## src/hdl/rip_pkg.sv

```systemverilog
// Constants and types shared by the reset, idle and power-down controller
`default_nettype none
package rip_pkg;

  // ==========================================================
  // Register map (AXI4-Lite byte addresses)
  localparam int          RIP_ADDR_W   = 12;
  localparam logic [7:0]  POWER_CONFIG_REG_IDX     = 8'h87;
  localparam logic [11:0] POWER_CONFIG_REG_ADDR    = {2'b00, POWER_CONFIG_REG_IDX, 2'b00};
  localparam logic [11:0] AUX_ADDR     = 12'h000;
  localparam logic [11:0] STATUS_ADDR  = 12'h004;

  // ==========================================================
  // Field positions and reset values
  localparam int          IDLE_BIT     = 0;
  localparam int          PD_BIT       = 1;
  localparam int          GF0_BIT      = 2;
  localparam int          GF1_BIT      = 3;
  localparam int          SMOD0_BIT    = 6;
  localparam int          SMOD1_BIT    = 7;
  localparam int          BOOT_MAP_BIT = 0;
  localparam logic [7:0]  POWER_CONFIG_REG_RESET   = 8'h00;
  localparam logic [15:0] RESET_VECTOR = 16'h0000;
  localparam logic [1:0]  RESP_OKAY    = 2'h0;
  localparam logic [1:0]  RESP_SLVERR  = 2'h2;

  // ==========================================================
  // Timing, in oscillator periods; the clock is the oscillator
  localparam int CLK_PERIOD_NS    = 10;
  localparam int OSC_PERIOD_NS    = 10;
  localparam int OSC_PER_MACHINE  = 12;
  localparam int WARM_MIN_MACHINE = 2;
  localparam int WARM_MIN_OSC     = WARM_MIN_MACHINE * OSC_PER_MACHINE;
  localparam int WDT_PULSE_OSC    = 96;
  localparam int KB_WAKE_OSC      = 1024;
  // Least times round up
  localparam int WARM_MIN_CLKS    = (WARM_MIN_OSC * OSC_PERIOD_NS + CLK_PERIOD_NS - 1) / CLK_PERIOD_NS;
  localparam int WDT_PULSE_CLKS   = (WDT_PULSE_OSC * OSC_PERIOD_NS + CLK_PERIOD_NS - 1) / CLK_PERIOD_NS;
  localparam int KB_WAKE_CLKS     = (KB_WAKE_OSC * OSC_PERIOD_NS + CLK_PERIOD_NS - 1) / CLK_PERIOD_NS;
  localparam int CNT_W            = 11;

  // ==========================================================
  // Operating modes
  typedef enum logic [2:0] {
    ST_RUN,
    ST_IDLE,
    ST_PDOWN,
    ST_WAIT_RELEASE,
    ST_KB_DELAY
  } rip_mode_t;

endpackage
`default_nettype wire

```

## src/hdl/rip_cycle_count.sv

```systemverilog
// Counts consecutive cycles of a level and flags the Nth
`default_nettype none
module rip_cycle_count #(
  parameter int              WIDTH = 11,
  parameter logic [WIDTH-1:0] LIMIT = '1
) (
  // Clock and reset
  input  wire logic clock,
  input  wire logic sys_rst,
  // Level to time
  input  wire logic run,
  output logic      done
);

  logic [WIDTH-1:0] cnt_q;

  // High in the cycle where run has been high LIMIT+1 cycles
  assign done = run && (cnt_q == LIMIT);

  always_ff @(posedge clock) begin
    if (sys_rst || !run || done) begin
      cnt_q <= '0;
    end else begin
      cnt_q <= cnt_q + 1'b1;
    end
  end

endmodule
`default_nettype wire

```

## src/hdl/rip_power_ctrl.sv

```systemverilog
// Reset qualification, idle and power-down control with AXI4-Lite registers
//
// Added by the designer: the address map and the AXI4-Lite interface to the registers.
`default_nettype none
module rip_power_ctrl
  import rip_pkg::*;
(
  // Clock and reset
  input  wire logic                  clock,
  input  wire logic                  sys_rst,
  // AXI4-Lite write address and data
  input  wire logic [RIP_ADDR_W-1:0] s_axi_awaddr,
  input  wire logic                  s_axi_awvalid,
  output logic                       s_axi_awready,
  input  wire logic [31:0]           s_axi_wdata,
  input  wire logic [3:0]            s_axi_wstrb,
  input  wire logic                  s_axi_wvalid,
  output logic                       s_axi_wready,
  // AXI4-Lite write response
  output logic [1:0]                 s_axi_bresp,
  output logic                       s_axi_bvalid,
  input  wire logic                  s_axi_bready,
  // AXI4-Lite read
  input  wire logic [RIP_ADDR_W-1:0] s_axi_araddr,
  input  wire logic                  s_axi_arvalid,
  output logic                       s_axi_arready,
  output logic [31:0]                s_axi_rdata,
  output logic [1:0]                 s_axi_rresp,
  output logic                       s_axi_rvalid,
  input  wire logic                  s_axi_rready,
  // Reset pin (open drain) and watchdog
  input  wire logic                  reset_pin_in,
  output logic                       reset_pin_out,
  output logic                       reset_pin_oe,
  input  wire logic                  watchdog_fire,
  // Wake sources
  input  wire logic                  irq_wake_req,
  input  wire logic                  ext_irq_line_0,
  input  wire logic                  ext_irq_line_1,
  input  wire logic                  ext_irq_en_0,
  input  wire logic                  ext_irq_en_1,
  input  wire logic                  keyboard_wake_inputs,
  input  wire logic                  boot_jump_fuse,
  // Core and clock control
  output logic                       core_reset,
  output logic                       first_fetch,
  output logic [15:0]                fetch_addr,
  output logic                       cpu_clk_en,
  output logic                       periph_clk_en,
  output logic                       osc_enable,
  output logic                       ram_access_en,
  output logic                       boot_map_enable,
  // Pin state control
  output logic                       port0_float,
  output logic                       mmc_float,
  output logic                       ports_high,
  output logic                       pin_hold
);

  // ==========================================================
  // Declarations
  rip_mode_t                state_q, state_d;
  logic                     awready_q, wready_q, bvalid_q, arready_q, rvalid_q;
  logic [1:0]               bresp_q, rresp_q;
  logic [31:0]              rdata_q, wdata_q;
  logic [3:0]               wstrb_q;
  logic [RIP_ADDR_W-1:0]    awaddr_q;
  logic                     wr_go, wr_power_config_reg, wr_aux;
  logic                     idle_bit_q, pd_bit_q, gf0_q, gf1_q, smod0_q, smod1_q;
  logic                     boot_map_q;
  logic                     rst_meta_q, rst_sync_q, rst_level;
  logic                     core_reset_q, first_fetch_q, wdt_drive_q;
  logic                     warm_done, wdt_done, kb_done;
  logic                     cpu_clk_q, periph_clk_q, osc_q, ram_block_q, pin_hold_q;
  logic                     port0_float_q, mmc_float_q, ports_high_q;
  logic                     pd_wake_int, pd_wake_kb;
  logic [31:0]              rd_word;

  // ==========================================================
  // AXI4-Lite write channel
  assign wr_go   = !awready_q && !wready_q && !bvalid_q;
  assign wr_power_config_reg = wr_go && (awaddr_q == POWER_CONFIG_REG_ADDR) && wstrb_q[0];
  assign wr_aux  = wr_go && (awaddr_q == AUX_ADDR) && wstrb_q[0];

  always_ff @(posedge clock) begin
    if (sys_rst) begin
      awready_q <= 1'b1;
      wready_q  <= 1'b1;
      bvalid_q  <= 1'b0;
      bresp_q   <= RESP_OKAY;
      awaddr_q  <= '0;
      wdata_q   <= '0;
      wstrb_q   <= '0;
    end else begin
      if (s_axi_awvalid && awready_q) begin
        awaddr_q  <= s_axi_awaddr;
        awready_q <= 1'b0;
      end
      if (s_axi_wvalid && wready_q) begin
        wdata_q  <= s_axi_wdata;
        wstrb_q  <= s_axi_wstrb;
        wready_q <= 1'b0;
      end
      if (wr_go) begin
        bvalid_q <= 1'b1;
        bresp_q  <= (awaddr_q == POWER_CONFIG_REG_ADDR || awaddr_q == AUX_ADDR || awaddr_q == STATUS_ADDR)
                    ? RESP_OKAY : RESP_SLVERR;
      end
      if (bvalid_q && s_axi_bready) begin
        bvalid_q  <= 1'b0;
        awready_q <= 1'b1;
        wready_q  <= 1'b1;
      end
    end
  end

  // ==========================================================
  // AXI4-Lite read channel
  always_comb begin
    rd_word = 32'h0000_0000;
    case (s_axi_araddr)
      POWER_CONFIG_REG_ADDR:   rd_word = {24'h000000, smod1_q, smod0_q, 2'b00, gf1_q, gf0_q, pd_bit_q, idle_bit_q};
      AUX_ADDR:    rd_word = {31'h00000000, boot_map_q};
      STATUS_ADDR: rd_word = {26'h0000000, ram_block_q, wdt_drive_q, core_reset_q, state_q};
      default:     rd_word = 32'h0000_0000;
    endcase
  end

  always_ff @(posedge clock) begin
    if (sys_rst) begin
      arready_q <= 1'b1;
      rvalid_q  <= 1'b0;
      rdata_q   <= 32'h0000_0000;
      rresp_q   <= RESP_OKAY;
    end else if (s_axi_arvalid && arready_q) begin
      arready_q <= 1'b0;
      rvalid_q  <= 1'b1;
      rdata_q   <= rd_word;
      rresp_q   <= (s_axi_araddr == POWER_CONFIG_REG_ADDR || s_axi_araddr == AUX_ADDR || s_axi_araddr == STATUS_ADDR)
                   ? RESP_OKAY : RESP_SLVERR;
    end else if (rvalid_q && s_axi_rready) begin
      arready_q <= 1'b1;
      rvalid_q  <= 1'b0;
    end
  end

  // ==========================================================
  // Reset pin qualification
  // two-stage synchronizer
  always_ff @(posedge clock) begin
    if (sys_rst) begin
      rst_meta_q <= 1'b0;
      rst_sync_q <= 1'b0;
    end else begin
      rst_meta_q <= reset_pin_in;
      rst_sync_q <= rst_meta_q;
    end
  end

  assign rst_level = rst_sync_q || wdt_drive_q;

  // hold time, same count in double-speed mode
  rip_cycle_count #(
    .WIDTH (CNT_W),
    .LIMIT (CNT_W'(WARM_MIN_CLKS - 1))
  ) u_warm_cnt (
    .clock   (clock),
    .sys_rst (sys_rst),
    .run     (rst_level && !core_reset_q),
    .done    (warm_done)
  );

  always_ff @(posedge clock) begin
    if (sys_rst) begin
      core_reset_q  <= 1'b1;
      port0_float_q <= 1'b1;
      mmc_float_q   <= 1'b1;
      ports_high_q  <= 1'b1;
      first_fetch_q <= 1'b0;
    end else begin
      core_reset_q  <= warm_done || (core_reset_q && rst_level);
      // reset pin states track internal reset
      port0_float_q <= warm_done || (core_reset_q && rst_level);
      mmc_float_q   <= warm_done || (core_reset_q && rst_level);
      ports_high_q  <= warm_done || (core_reset_q && rst_level);
      // fetch from the reset vector on release
      first_fetch_q <= core_reset_q && !rst_level;
    end
  end

  // ==========================================================
  // Watchdog reset-out pulse
  rip_cycle_count #(
    .WIDTH (CNT_W),
    .LIMIT (CNT_W'(WDT_PULSE_CLKS - 1))
  ) u_wdt_cnt (
    .clock   (clock),
    .sys_rst (sys_rst),
    .run     (wdt_drive_q),
    .done    (wdt_done)
  );

  // fixed-length pulse onto the reset pin
  always_ff @(posedge clock) begin
    if (sys_rst) begin
      wdt_drive_q <= 1'b0;
    end else if (wdt_done) begin
      wdt_drive_q <= 1'b0;
    end else if (watchdog_fire) begin
      wdt_drive_q <= 1'b1;
    end
  end

  // ==========================================================
  // Power configuration bits
  assign pd_wake_int = (ext_irq_line_0 && ext_irq_en_0) || (ext_irq_line_1 && ext_irq_en_1);
  assign pd_wake_kb  = keyboard_wake_inputs;

  // reset pin clears requests without the clock
  // also restarts oscillator via the mode logic
  always_ff @(posedge clock or posedge reset_pin_in) begin
    if (reset_pin_in) begin
      idle_bit_q <= 1'b0;
      pd_bit_q   <= 1'b0;
    end else if (sys_rst || core_reset_q) begin
      idle_bit_q <= POWER_CONFIG_REG_RESET[IDLE_BIT];
      pd_bit_q   <= POWER_CONFIG_REG_RESET[PD_BIT];
    end else if (wr_power_config_reg) begin
      // software set wins over a same-cycle hardware clear
      idle_bit_q <= wdata_q[IDLE_BIT];
      pd_bit_q   <= wdata_q[PD_BIT];
    end else if (state_q == ST_IDLE && irq_wake_req) begin
      idle_bit_q <= 1'b0;
    end else if (state_q == ST_PDOWN && (pd_wake_int || pd_wake_kb)) begin
      // both cleared so idle does not follow
      idle_bit_q <= 1'b0;
      pd_bit_q   <= 1'b0;
    end
  end

  always_ff @(posedge clock) begin
    if (sys_rst || core_reset_q) begin
      gf0_q   <= POWER_CONFIG_REG_RESET[GF0_BIT];
      gf1_q   <= POWER_CONFIG_REG_RESET[GF1_BIT];
      smod0_q <= POWER_CONFIG_REG_RESET[SMOD0_BIT];
      smod1_q <= POWER_CONFIG_REG_RESET[SMOD1_BIT];
    end else if (wr_power_config_reg) begin
      gf0_q   <= wdata_q[GF0_BIT];
      gf1_q   <= wdata_q[GF1_BIT];
      smod0_q <= wdata_q[SMOD0_BIT];
      smod1_q <= wdata_q[SMOD1_BIT];
    end
  end

  // boot mapping reloads from the fuse during reset
  always_ff @(posedge clock) begin
    if (sys_rst || core_reset_q) begin
      boot_map_q <= boot_jump_fuse;
    end else if (wr_aux) begin
      boot_map_q <= wdata_q[BOOT_MAP_BIT];
    end
  end

  // ==========================================================
  // Mode sequencing
  rip_cycle_count #(
    .WIDTH (CNT_W),
    .LIMIT (CNT_W'(KB_WAKE_CLKS - 1))
  ) u_kb_cnt (
    .clock   (clock),
    .sys_rst (sys_rst),
    .run     (state_q == ST_KB_DELAY),
    .done    (kb_done)
  );

  always_comb begin
    state_d = state_q;
    case (state_q)
      ST_RUN: begin
        if (pd_bit_q) begin
          state_d = ST_PDOWN;
        end else if (idle_bit_q) begin
          state_d = ST_IDLE;
        end
      end
      ST_IDLE: begin
        if (!idle_bit_q || pd_bit_q) begin
          state_d = pd_bit_q ? ST_PDOWN : ST_RUN;
        end
      end
      ST_PDOWN: begin
        // interrupt lines resume on release, keys after a delay
        if (pd_wake_int) begin
          state_d = ST_WAIT_RELEASE;
        end else if (pd_wake_kb) begin
          state_d = ST_KB_DELAY;
        end else if (!pd_bit_q) begin
          state_d = ST_RUN;
        end
      end
      ST_WAIT_RELEASE: begin
        if (!pd_wake_int || rst_level) begin
          state_d = ST_RUN;
        end
      end
      ST_KB_DELAY: begin
        if (kb_done || rst_level) begin
          state_d = ST_RUN;
        end
      end
      default: state_d = ST_RUN;
    endcase
  end

  // CPU clock frozen, peripherals keep running
  // power-down stops oscillator and all clocks
  always_ff @(posedge clock) begin
    if (sys_rst) begin
      state_q      <= ST_RUN;
      cpu_clk_q    <= 1'b1;
      periph_clk_q <= 1'b1;
      osc_q        <= 1'b1;
      pin_hold_q   <= 1'b0;
    end else begin
      state_q      <= state_d;
      cpu_clk_q    <= (state_d == ST_RUN);
      periph_clk_q <= (state_d != ST_PDOWN);
      osc_q        <= (state_d != ST_PDOWN);
      // pins keep presenting their data in low power
      pin_hold_q   <= (state_d != ST_RUN);
    end
  end

  // no RAM access between wake by reset and internal reset
  always_ff @(posedge clock) begin
    if (sys_rst || core_reset_q) begin
      ram_block_q <= 1'b0;
    // Pin level, not the synchronized one: the mode is left before the synchronizer catches up
    end else if (state_q != ST_RUN && reset_pin_in) begin
      ram_block_q <= 1'b1;
    end
  end

  // ==========================================================
  // Outputs
  assign s_axi_awready   = awready_q;
  assign s_axi_wready    = wready_q;
  assign s_axi_bvalid    = bvalid_q;
  assign s_axi_bresp     = bresp_q;
  assign s_axi_arready   = arready_q;
  assign s_axi_rvalid    = rvalid_q;
  assign s_axi_rdata     = rdata_q;
  assign s_axi_rresp     = rresp_q;
  // Open drain: only ever pulls high when enabled
  assign reset_pin_out   = wdt_drive_q;
  assign reset_pin_oe    = wdt_drive_q;
  assign core_reset      = core_reset_q;
  assign first_fetch     = first_fetch_q;
  assign fetch_addr      = RESET_VECTOR;
  assign cpu_clk_en      = cpu_clk_q;
  assign periph_clk_en   = periph_clk_q;
  assign osc_enable      = osc_q;
  assign ram_access_en   = !ram_block_q;
  assign boot_map_enable = boot_map_q;
  assign port0_float     = port0_float_q;
  assign mmc_float       = mmc_float_q;
  assign ports_high      = ports_high_q;
  assign pin_hold        = pin_hold_q;

  // ==========================================================
  // Assertions
  a_reset_vector: assert property (@(posedge clock) disable iff (sys_rst)
    $fell(core_reset_q) |-> first_fetch_q && (fetch_addr == RESET_VECTOR))
    else $error("first fetch missing on reset release");

  a_warm_apply: assert property (@(posedge clock) disable iff (sys_rst)
    ($rose(rst_level) && !core_reset_q) ##1 rst_level[*8] ##1 rst_level[*8] ##1 rst_level[*8] |=> core_reset_q)
    else $error("qualified reset level did not reset the core");

  a_warm_short: assert property (@(posedge clock) disable iff (sys_rst)
    ($rose(rst_level) && !core_reset_q) |-> !core_reset_q[*8])
    else $error("core reset asserted before hold time");

  a_wdt_pulse: assert property (@(posedge clock) disable iff (sys_rst)
    $rose(wdt_drive_q) |-> (reset_pin_oe throughout ##95 1'b1) ##1 !reset_pin_oe)
    else $error("watchdog pulse length wrong");

  a_reset_pins: assert property (@(posedge clock) disable iff (sys_rst)
    core_reset_q |-> port0_float_q && mmc_float_q && ports_high_q)
    else $error("pin states wrong during reset");

  a_idle_clocks: assert property (@(posedge clock) disable iff (sys_rst)
    state_q == ST_IDLE |-> !cpu_clk_q && periph_clk_q && osc_q && pin_hold_q)
    else $error("idle clock gating wrong");

  a_pd_clocks: assert property (@(posedge clock) disable iff (sys_rst)
    state_q == ST_PDOWN |-> !cpu_clk_q && !periph_clk_q && !osc_q && pin_hold_q)
    else $error("power-down clock gating wrong");

  a_pd_precedence: assert property (@(posedge clock) disable iff (sys_rst)
    (state_q == ST_RUN && pd_bit_q && idle_bit_q && !rst_level) |=> state_q == ST_PDOWN)
    else $error("power-down did not take precedence");

  a_idle_wake: assert property (@(posedge clock) disable iff (sys_rst)
    (state_q == ST_IDLE && irq_wake_req && !wr_power_config_reg && !core_reset_q) |=> !idle_bit_q ##1 cpu_clk_q)
    else $error("interrupt did not end idle");

  a_async_clear: assert property (@(posedge clock) disable iff (sys_rst)
    reset_pin_in |-> !idle_bit_q && !pd_bit_q)
    else $error("reset level left a mode request set");

  a_kb_delay: assert property (@(posedge clock) disable iff (sys_rst)
    (state_q == ST_PDOWN && pd_wake_kb && !pd_wake_int) |=> !cpu_clk_q[*8])
    else $error("keyboard wake resumed too early");

  c_idle_cycle: cover property (@(posedge clock) disable iff (sys_rst)
    state_q == ST_IDLE ##[1:50] state_q == ST_RUN);
  c_pd_int_wake: cover property (@(posedge clock) disable iff (sys_rst)
    state_q == ST_PDOWN ##1 state_q == ST_WAIT_RELEASE ##[1:50] state_q == ST_RUN);
  c_wdt_reset: cover property (@(posedge clock) disable iff (sys_rst)
    $rose(wdt_drive_q) ##[1:40] core_reset_q);

endmodule
`default_nettype wire

```

## config.mk

```make
export PLATFORM = sky130hd
export DESIGN_NAME = rip_power_ctrl
export DESIGN_NICKNAME = d
export VERILOG_FILES = /design/src/hdl/rip_pkg.sv /design/src/hdl/rip_cycle_count.sv /design/src/hdl/rip_power_ctrl.sv
export SDC_FILE = /design/constraint.sdc
export NUM_CORES = 1
export LEC_CHECK = 0
export BUFFER_PORTS_ARGS = -buffer_cell sky130_fd_sc_hd__buf_2
export CAP_MARGIN = 5
export CELL_PAD_IN_SITES_DETAIL_PLACEMENT = 2
export CELL_PAD_IN_SITES_GLOBAL_PLACEMENT = 2
export CORE_ASPECT_RATIO = 1.2
export CORE_UTILIZATION = 28
export CTS_CLUSTER_DIAMETER = 50
export CTS_CLUSTER_SIZE = 30
export DETAILED_ROUTE_END_ITERATION = 10
export GPL_TIMING_DRIVEN = 1
export PLACE_DENSITY = 0.77
export SYNTH_ARGS = -nofsm -noshare
export SYNTH_HDL_FRONTEND = slang
export SYNTH_SLANG_ARGS = --single-unit
export TNS_END_PERCENT = 100
```

## constraint.sdc

```tcl
create_clock -name clock -period 2.5 [get_ports clock]
set_clock_uncertainty 0.2 [all_clocks]
set_input_delay 0.375 -clock clock [delete_from_list [all_inputs] [get_ports clock]]
set_output_delay 0.375 -clock clock [all_outputs]
set_load 0.01 [all_outputs]
```

# Word level (Yosys, flattened, before mapping)
# Cells that the tools add are included.
# Widths: inputs -> output; s select.
[totals] regBits=114 input_bits=76 output_inout_bits=70 elab_cells=137
[op_classes] add_sub_neg=3 n_eq_ne=13 n_mux=26 reduce_logical=64
[ops] cell="$add 11x1->11 const B" count=3
[ops] cell="$eq 12x10->1 const B" count=2
[ops] cell="$eq 12x3->1 const B" count=2
[ops] cell="$logic_not 12->1" count=2
[ops] cell="$mux 3" count=8
[ops] cell="$pmux 8 s3" count=1
[ops] cell="$logic_and 1x1->1" count=22
[ops] cell="$logic_or 1x1->1" count=18
[ops] cell="$pmux 3 s5" count=1
[ops] cell="$mux 1" count=13
[ops] cell="$eq 11x10->1 const B" count=1
[ops] cell="$eq 11x5->1 const B" count=1
[ops] cell="$eq 11x7->1 const B" count=1
[ops] cell="$logic_not 1->1" count=11
[ops] cell="$reduce_bool 3->1" count=3
[ops] cell="$eq 3x2->1 const B" count=2
[ops] cell="$logic_not 3->1" count=2
[ops] cell="$mux 2" count=3
[ops] cell="$ne 3x2->1 const B" count=2
[ops] cell="$reduce_bool 2->1" count=2
[ops] cell="$reduce_bool 4->1" count=1
[ops] cell="$reduce_or 2->1" count=2
[ops] cell="$eq 3x1->1 const B" count=1
[ops] cell="$eq 3x3->1 const B" count=1
[ops] cell="$reduce_and 2->1" count=1

# Logic depth before layout (Yosys ltp)
# Gate-level depths: netlist (run 1).
[logic_depth] depth_word=8 mapped_depth=6

# Hierarchy
# A second synthesis (run 1) with hierarchy kept.
[hier_totals] hier_cells=457 hier_area_um2=4002.6
[modules_own_cells] mod="rip_power_ctrl" n_inst=1 cells_each=298 area_per_inst_um2=2473.6
[modules_own_cells] mod="rip_cycle_count at u_wdt_cnt" n_inst=1 cells_each=54 area_per_inst_um2=525.5
[modules_own_cells] mod="rip_cycle_count at u_warm_cnt" n_inst=1 cells_each=55 area_per_inst_um2=506.7
[modules_own_cells] mod="rip_cycle_count at u_kb_cnt" n_inst=1 cells_each=50 area_per_inst_um2=496.7

# Least setup slack after synthesis (run 1)
# Ideal clock, no wire load.
[synth_path] path_kind="register to register" from="register u_wdt_cnt.cnt_q[0]" to="register u_wdt_cnt.cnt_q[10]" setup_time_ns=0.064 arrival_ns=1.468 slack_ns=0.768 stages_incl_launch_ff=7 path_buffers=1 period_less_slack_ns=1.732 path_cell_list="dfxtp_1 -> ha_1 -> and4_4 -> and3_1 -> or3b_4 -> buf_6 -> nor2_1"
[synth_via] elab_chain_cells=3
[synth_rtl] item="start: declaration" line="rip_cycle_count.sv:15" text="logic [WIDTH-1:0] cnt_q;"
[synth_rtl] item="start signal: assignment" line="rip_cycle_count.sv:24" text="cnt_q <= cnt_q + 1'b1;"
[synth_rtl] item="branches (longest 3 deep; another with $add 11x1->11)"
# Several ways; the timed one is not identified.
# A chain may end at the register's enable or synchronous reset.

# Worst setup path in the final report (run 1)
[layout_path] from="register u_kb_cnt.cnt_q[0]" to="register u_kb_cnt.cnt_q[7]"
[layout_via] elab_chain_cells=3
[layout_rtl] item="start: declaration" line="rip_cycle_count.sv:15"
[layout_rtl] item="start signal: assignment" line="rip_cycle_count.sv:24"
[layout_rtl] item="branches (longest 3 deep; another with $add 11x1->11)"
# Several ways; the timed one is not identified.

==> results of run 1 <==
-- layout make-up --
class | instances | share of cell area, %
timing repair buffer | 76 | 8.55
inverter | 10 | 0.827
multi-input combinational | 316 | 40.5
tap | 168 | 4.63
clock inverter | 5 | 1.79
sequential | 86 | 38.4
clock buffer | 11 | 5.35
-- cells by family (layout without fill, tap and decap cells) --
kind of cell / after synthesis / count (layout)
AND/OR/NAND/NOR: 180 / 180
flip-flops: 86 / 86
buffers and inverters: 74 / 102
AO/OA/AOI/OAI: 60 / 60
XOR/XNOR: 26 / 26
multiplexers: 5 / 5
adder cells (fa/ha/maj): 3 / 3
other: 1 / 42
-- flip-flops by register name (all words and copies together) (netlist names), 3 cells and up --
register and cells:
awaddr_q 12, s_axi_rdata 8, state_q 3, u_kb_cnt.cnt_q 11
u_warm_cnt.cnt_q 11, u_wdt_cnt.cnt_q 11, wdata_q 6
-- Yosys cell counts, drive strengths merged, types with 7 or more instances --
library cell and count:
nand2 44, nor2 55, nand4 12, nand3 17
dfxtp 83, clkbuf 7, a21oi 27, and3 8
nor4 7, nor4b 7, inv 10, buf 57
xor2 21, o21ai 8
-- through the flow --
stage | cell area (um^2) | cells | hold slack, ns | setup WS (ns)
3_3_place_gp | 4200 | 655 | 0.0736 | 0.606
4_1_cts | 4540 | 672 | 0.0546 | 0.526
5_1_grt | 4540 | 672 | 0.0706 | 0.397
3_5_place_dp | 4200 | 655 | 0.0749 | 0.579
2_1_floorplan | 4050 | 476 | -0.0752 | 0.768
6_report | 4540 | 672 | 0.0622 | 0.581
-- metal layers --
layer	vias up	share of wire, %	wire length [um]
met4	0	2.1	215
met1	1559	40	4190
met2	72	55	5700
met3	13	3.0	312
met5	-	0	0
li1	1529	-	-
-- power by group --
part / switching [W] / total (W) / internal (W)
Combinational: 0.000142 / 0.000224 / 0.0000825
Clock: 0.000562 / 0.00147 / 0.000905
Sequential: 0.0000366 / 0.00145 / 0.00141
Total: 0.000740 / 0.00314 / 0.00240
-- critical path, cell delays in order, from the launching register on --
cell and delay (ns):
dfxtp_1 0.35, ha_1 0.24, nand2_1 0.15, nor4_1 0.39
nand2b_1 0.38, nor2_1 0.09
-- path summary, 6_finish.rpt --
check / startpoint / cells past startpoint / endpoint / slack (ns)
max: u_kb_cnt.cnt_q[0] / 5 / u_kb_cnt.cnt_q[7] / 0.58
min: s_axi_awaddr[10] / 3 / awaddr_q[10] / 0.06
max reg2reg: u_kb_cnt.cnt_q[0] / 5 / u_kb_cnt.cnt_q[7] / 0.58
min reg2reg: u_kb_cnt.cnt_q[0] / 1 / u_kb_cnt.cnt_q[0] / 0.24
max in group asynchronous: reset_pin_in / 3 / idle_bit_q / 1.71
min in group asynchronous: reset_pin_in / 3 / pd_bit_q / 0.27
==> impl_metrics.toml, run 1 <==
[yosys]
number_of_enable_flip_flop_cells_after_synthesis = 1
yosys.area.top_type_share_pct = 42.6
synth_xor_xnor_area_share_pct = 5.84
synth.top_cells.by_area = "dfxtp_1, buf_4, nor2_1, xor2_1, nand2_1"
synthMuxAreaShare_pct = 1.28
synth_top_family_by_area = "simple AND/OR/NAND/NOR gates"
synth.ff_latch_count = 86
seq_area_frac_synth_pct = 44.7
synth-main-ff-cell = "dfxtp_1"
yosysWarningCount = 0
ys_async_sr_fraction_pct = 2.33
post_synth_num_cell_types = 57
yosys.area_share.adder_pct = 0.963
syn-instance-count = 435
synthesis.area_mm2 = 0.00390
yosys.area_share.simple_pct = 25.2
synth_largest_area_cell = "dfxtp_1"
synth.avg_cell_area_um2 = 8.96
synth-compound-area-share_pct = 9.79

[grt]
grt_most_used_layer = "met2"
grt_use_total_pct = 15.4
grt_util_met1_pct = 16.0
gr-total-overflow = 0
number_of_global_route_vias_before_repair = 3422
use_met2_pct = 29.6
grt_util_met3_pct = 2.73
grt_first_pass_wirelength_um = 17000
maximum_number_of_pins_on_one_net_before_global_route_repair = 29
grt_antenna_before_repair = 0

[worst_hold_path]
holdCritPathClass = "primary input to flop"

[floorplanning]
chipHeight_um = 131
io_pins = 146
die-width_um = 110
die-area_mm2 = 0.0144
initial_core_util_pct = 29.1
floorplan.rows = 46
fp.coreArea_mm2 = 0.0134

[cts]
post_cts.resized_instances = 0
clkTransAtPathRegs_ns = 0.07
cts-buffers-inserted = 9
cts_buffer_depth = 2
clock-sinks = 86
htree_levels = 3
tritoncts = "yes"
cts_root_buffer = "clkbuf_16"
post_cts.repair.setup_buffers = 0
clock_network_latency_to_the_later_pin_of_the_worst_skew_pair_ns = 0.35
post_cts_hold_buffer_count = 1

[placement]
dp_hpwl_um = 7710
place_congestion = 0.751
buffer_ports.inserted = 74

[status]
result_of_the_run = "finished clean"

[timing]
finalMaxSlewViolations = 0
timing_hold_violations_final = 0
slew_headroom_pct = 61.2
worstMarginPinSlew_ns = 0.581
aggregate_negative_setup_slack_ns = 0
layout_min_cycle_time_ns = 1.92
fmax_mhz = 521
setup_repair_after_global_routing_missed_its_margin = "no"
final_period_utilization_pct = 76.8
finalSetupViolCount = 0

[power_and_ir_drop]
irDropWorstVdd_mv = 0.271
cellLeakagePower_nw = 1.88
total_power_w = 0.00314
power_density_mw_per_mm2 = 691

[worst_setup_path]
start_kind = "flop"
crit_arrival_ns = 1.94
crit_type = "flop to flop"
worstPathRequired_ns = 2.52
crit_path_max_fanout = 9
worst_setup_path_end_kind = "flop"

[finish]
flow.area_growth_from_synthesis_pct = 16.4
fin_util_pct = 33.8
sequential_cell_area_mm2 = 0.00174
post_route_cells_drive_above_1_share_pct = 20.8
multi_input_area_mm2 = 0.00184
fill_cells = 1542
commonest_non_fill_non_tap_cells_in_the_layout = "dfxtp_1, buf_2, nor2_1"
final_nets = 578
layout_commonest_cell = "dfxtp_1"
antenna_cells_inserted = 0

[run]
timing.max_cap.violations = 0

[drt]
ant_nets = 0
drt-total-wl_um = 10400
remaining_drc_errors = 0
drt_first_pass_iters = 4
vias = 3173
detail_route.vias_per_cell = 4.72
dr_iter_0_viols = 64
avgRoutedWirePerCell_um = 15.5
No activity file was read; power rests on OpenSTA's default activity.
==> run 2, diff against run 1 <==
CORE_UTILIZATION = 25   (was 28)
PLACE_DENSITY = 0.73   (was 0.77)
clock period = 1.58 ns   (was 2.5 ns; I/O delays follow)
==> impl_metrics.toml, run 2 (synthesized netlist as in run 1, its figures left out) <==
[placement]
dp_hpwl_um = 8390
place_congestion = 0.733
buffer_ports.inserted = 74
placement.cell_area_mm2 = 0.00457

[floorplanning]
fp.coreArea_mm2 = 0.0151
die-width_um = 116
io_pins = 146
die-area_mm2 = 0.0161
chipHeight_um = 139
floorplan.rows = 49
initial_core_util_pct = 25.7

[run]
timing.max_cap.violations = 0

[drt]
vias = 3462
dr_iter_0_viols = 80
detail_route.vias_per_cell = 4.44
avgRoutedWirePerCell_um = 15.0
remaining_drc_errors = 0
drt-total-wl_um = 11700
drt_first_pass_iters = 4
ant_nets = 0

[grt]
grt_use_total_pct = 15.0
grt_antenna_before_repair = 0
maximum_number_of_pins_on_one_net_before_global_route_repair = 22
gr-total-overflow = 0
grt_first_pass_wirelength_um = 18800
number_of_global_route_vias_before_repair = 3758

[cts]
clock-sinks = 86
cts_root_buffer = "clkbuf_16"
htree_levels = 3
tritoncts = "yes"
clkTransAtPathRegs_ns = 0.06
clock_network_latency_to_the_later_pin_of_the_worst_skew_pair_ns = 0.34
cts_buffer_depth = 2
cts-buffers-inserted = 9

[worst_setup_path]
crit_path_max_fanout = 6
crit_arrival_ns = 1.68
crit_type = "flop to flop"
start_kind = "flop"
worst_setup_path_end_kind = "flop"
worstPathRequired_ns = 1.65

[finish]
post_route_cells_drive_above_1_share_pct = 32.6
max_reg_flops = 12
top_register = "awaddr_q"
flow.area_growth_from_synthesis_pct = 38.9
final_nets = 650
antenna_cells_inserted = 0
commonest_non_fill_non_tap_cells_in_the_layout = "dfxtp_1, buf_2, buf_4"
layout_commonest_cell = "dfxtp_1"
final_std_cell_area_no_fill_mm2 = 0.00541

[status]
failed_checks = "setup timing"
result_of_the_run = "finished, violations left"

[timing]
finalMaxSlewViolations = 0
finalSetupViolCount = 6
fmax_mhz = 622
final_period_utilization_pct = 102
worst_slack_ns = -0.0277
aggregate_negative_setup_slack_ns = -0.123
setup_repair_after_global_routing_missed_its_margin = "yes"
timing_hold_violations_final = 0
layout_min_cycle_time_ns = 1.61

[power_and_ir_drop]
cellLeakagePower_nw = 2.26
irDropWorstVdd_mv = 0.542
power_density_mw_per_mm2 = 1000
total_power_w = 0.00542

[worst_hold_path]
holdCritPathClass = "primary input to flop"
-- run 2: cell count changes in the layout (fill, tap and decap cells not counted), sizes merged --
| cell | previous run | this run |
|---|---|---|
| dlygate4sd3 | 1 | 25 |
| inv | 11 | 10 |
| buf | 75 | 120 |
| or3b | 1 | 2 |
| clkbuf | 11 | 12 |
| clkinvlp | 1 | 0 |
| bufinv | 2 | 4 |
| or3 | 2 | 3 |
-- run 2: final cells by class --
cell class / instances / area (um^2)
fillers: 1722 / 9730
clock buffers: 11 / 253
clock inverters: 5 / 129
multi-input cells: 318 / 1990
flip-flops and latches: 86 / 1750
repair buffers: 146 / 998
well taps: 204 / 255
inverters: 10 / 37.5
-- run 2: repair_timing --
item,4_1_cts,5_1_grt
endpoints found under the hold margin,26,0
cloned,1,2
buffers inserted,5,0
hold buffers,25,0
endpoints found under the setup margin,24,50
pin swaps,4,4
gates resized for setup,7,33
-- run 2: per-layer routing --
layer	GRT usage, %	part of all wire [%]	vias up
met5	0	0	-
met4	6.55	2.9	0
met3	2.01	2.4	21
met2	28.3	56	76
met1	16.1	39	1689
li1	-	-	1676
-- run 2: path summary, 6_finish.rpt --
| kind | start | endpoint | slack [ns] | cells after the start |
|---|---|---|---|---|
| worst max-delay path | u_wdt_cnt.cnt_q[1] | u_wdt_cnt.cnt_q[10] | -0.03 | 5 |
| worst min-delay path | s_axi_arvalid | s_axi_arready | 0.08 | 3 |
| worst max register to register | u_wdt_cnt.cnt_q[1] | u_wdt_cnt.cnt_q[10] | -0.03 | 5 |
| worst min register to register | rst_meta_q | rst_sync_q | 0.24 | 1 |
| max in group asynchronous | reset_pin_in | idle_bit_q | 0.92 | 3 |
| min in group asynchronous | reset_pin_in | pd_bit_q | 0.14 | 3 |
-- run 2: stage by stage --
stage / hold slack (ns) / std cells / worst slack [ns] / utilization, %
final: 0.0821 / 780 / -0.0277 / 35.8
after detailed placement: -0.0592 / 731 / -0.0611 / 30.2
after CTS: 0.0784 / 778 / -0.0146 / 34.8
after floorplan: -0.213 / 476 / -0.0438 / -
after global routing: 0.108 / 780 / -0.0727 / 35.8
after global placement: -0.0616 / 731 / -0.0275 / 30.2
-- run 2: report_power, final --
group / internal, W / switching (W) / leakage [nW]
sequential: 0.00223 / 0.0000478 / 0.716
combinational: 0.000209 / 0.000265 / 1.35
clock: 0.00179 / 0.000879 / 0.186
total: 0.00423 / 0.00119 / 2.26
-- run 2: critical path, stage by stage, from the launching register on --
cell and delay [ns]:
dfxtp_2 0.34, ha_4 0.16, and4_4 0.14, and3_4 0.15, or3b_4 0.46, nor2_1 0.11
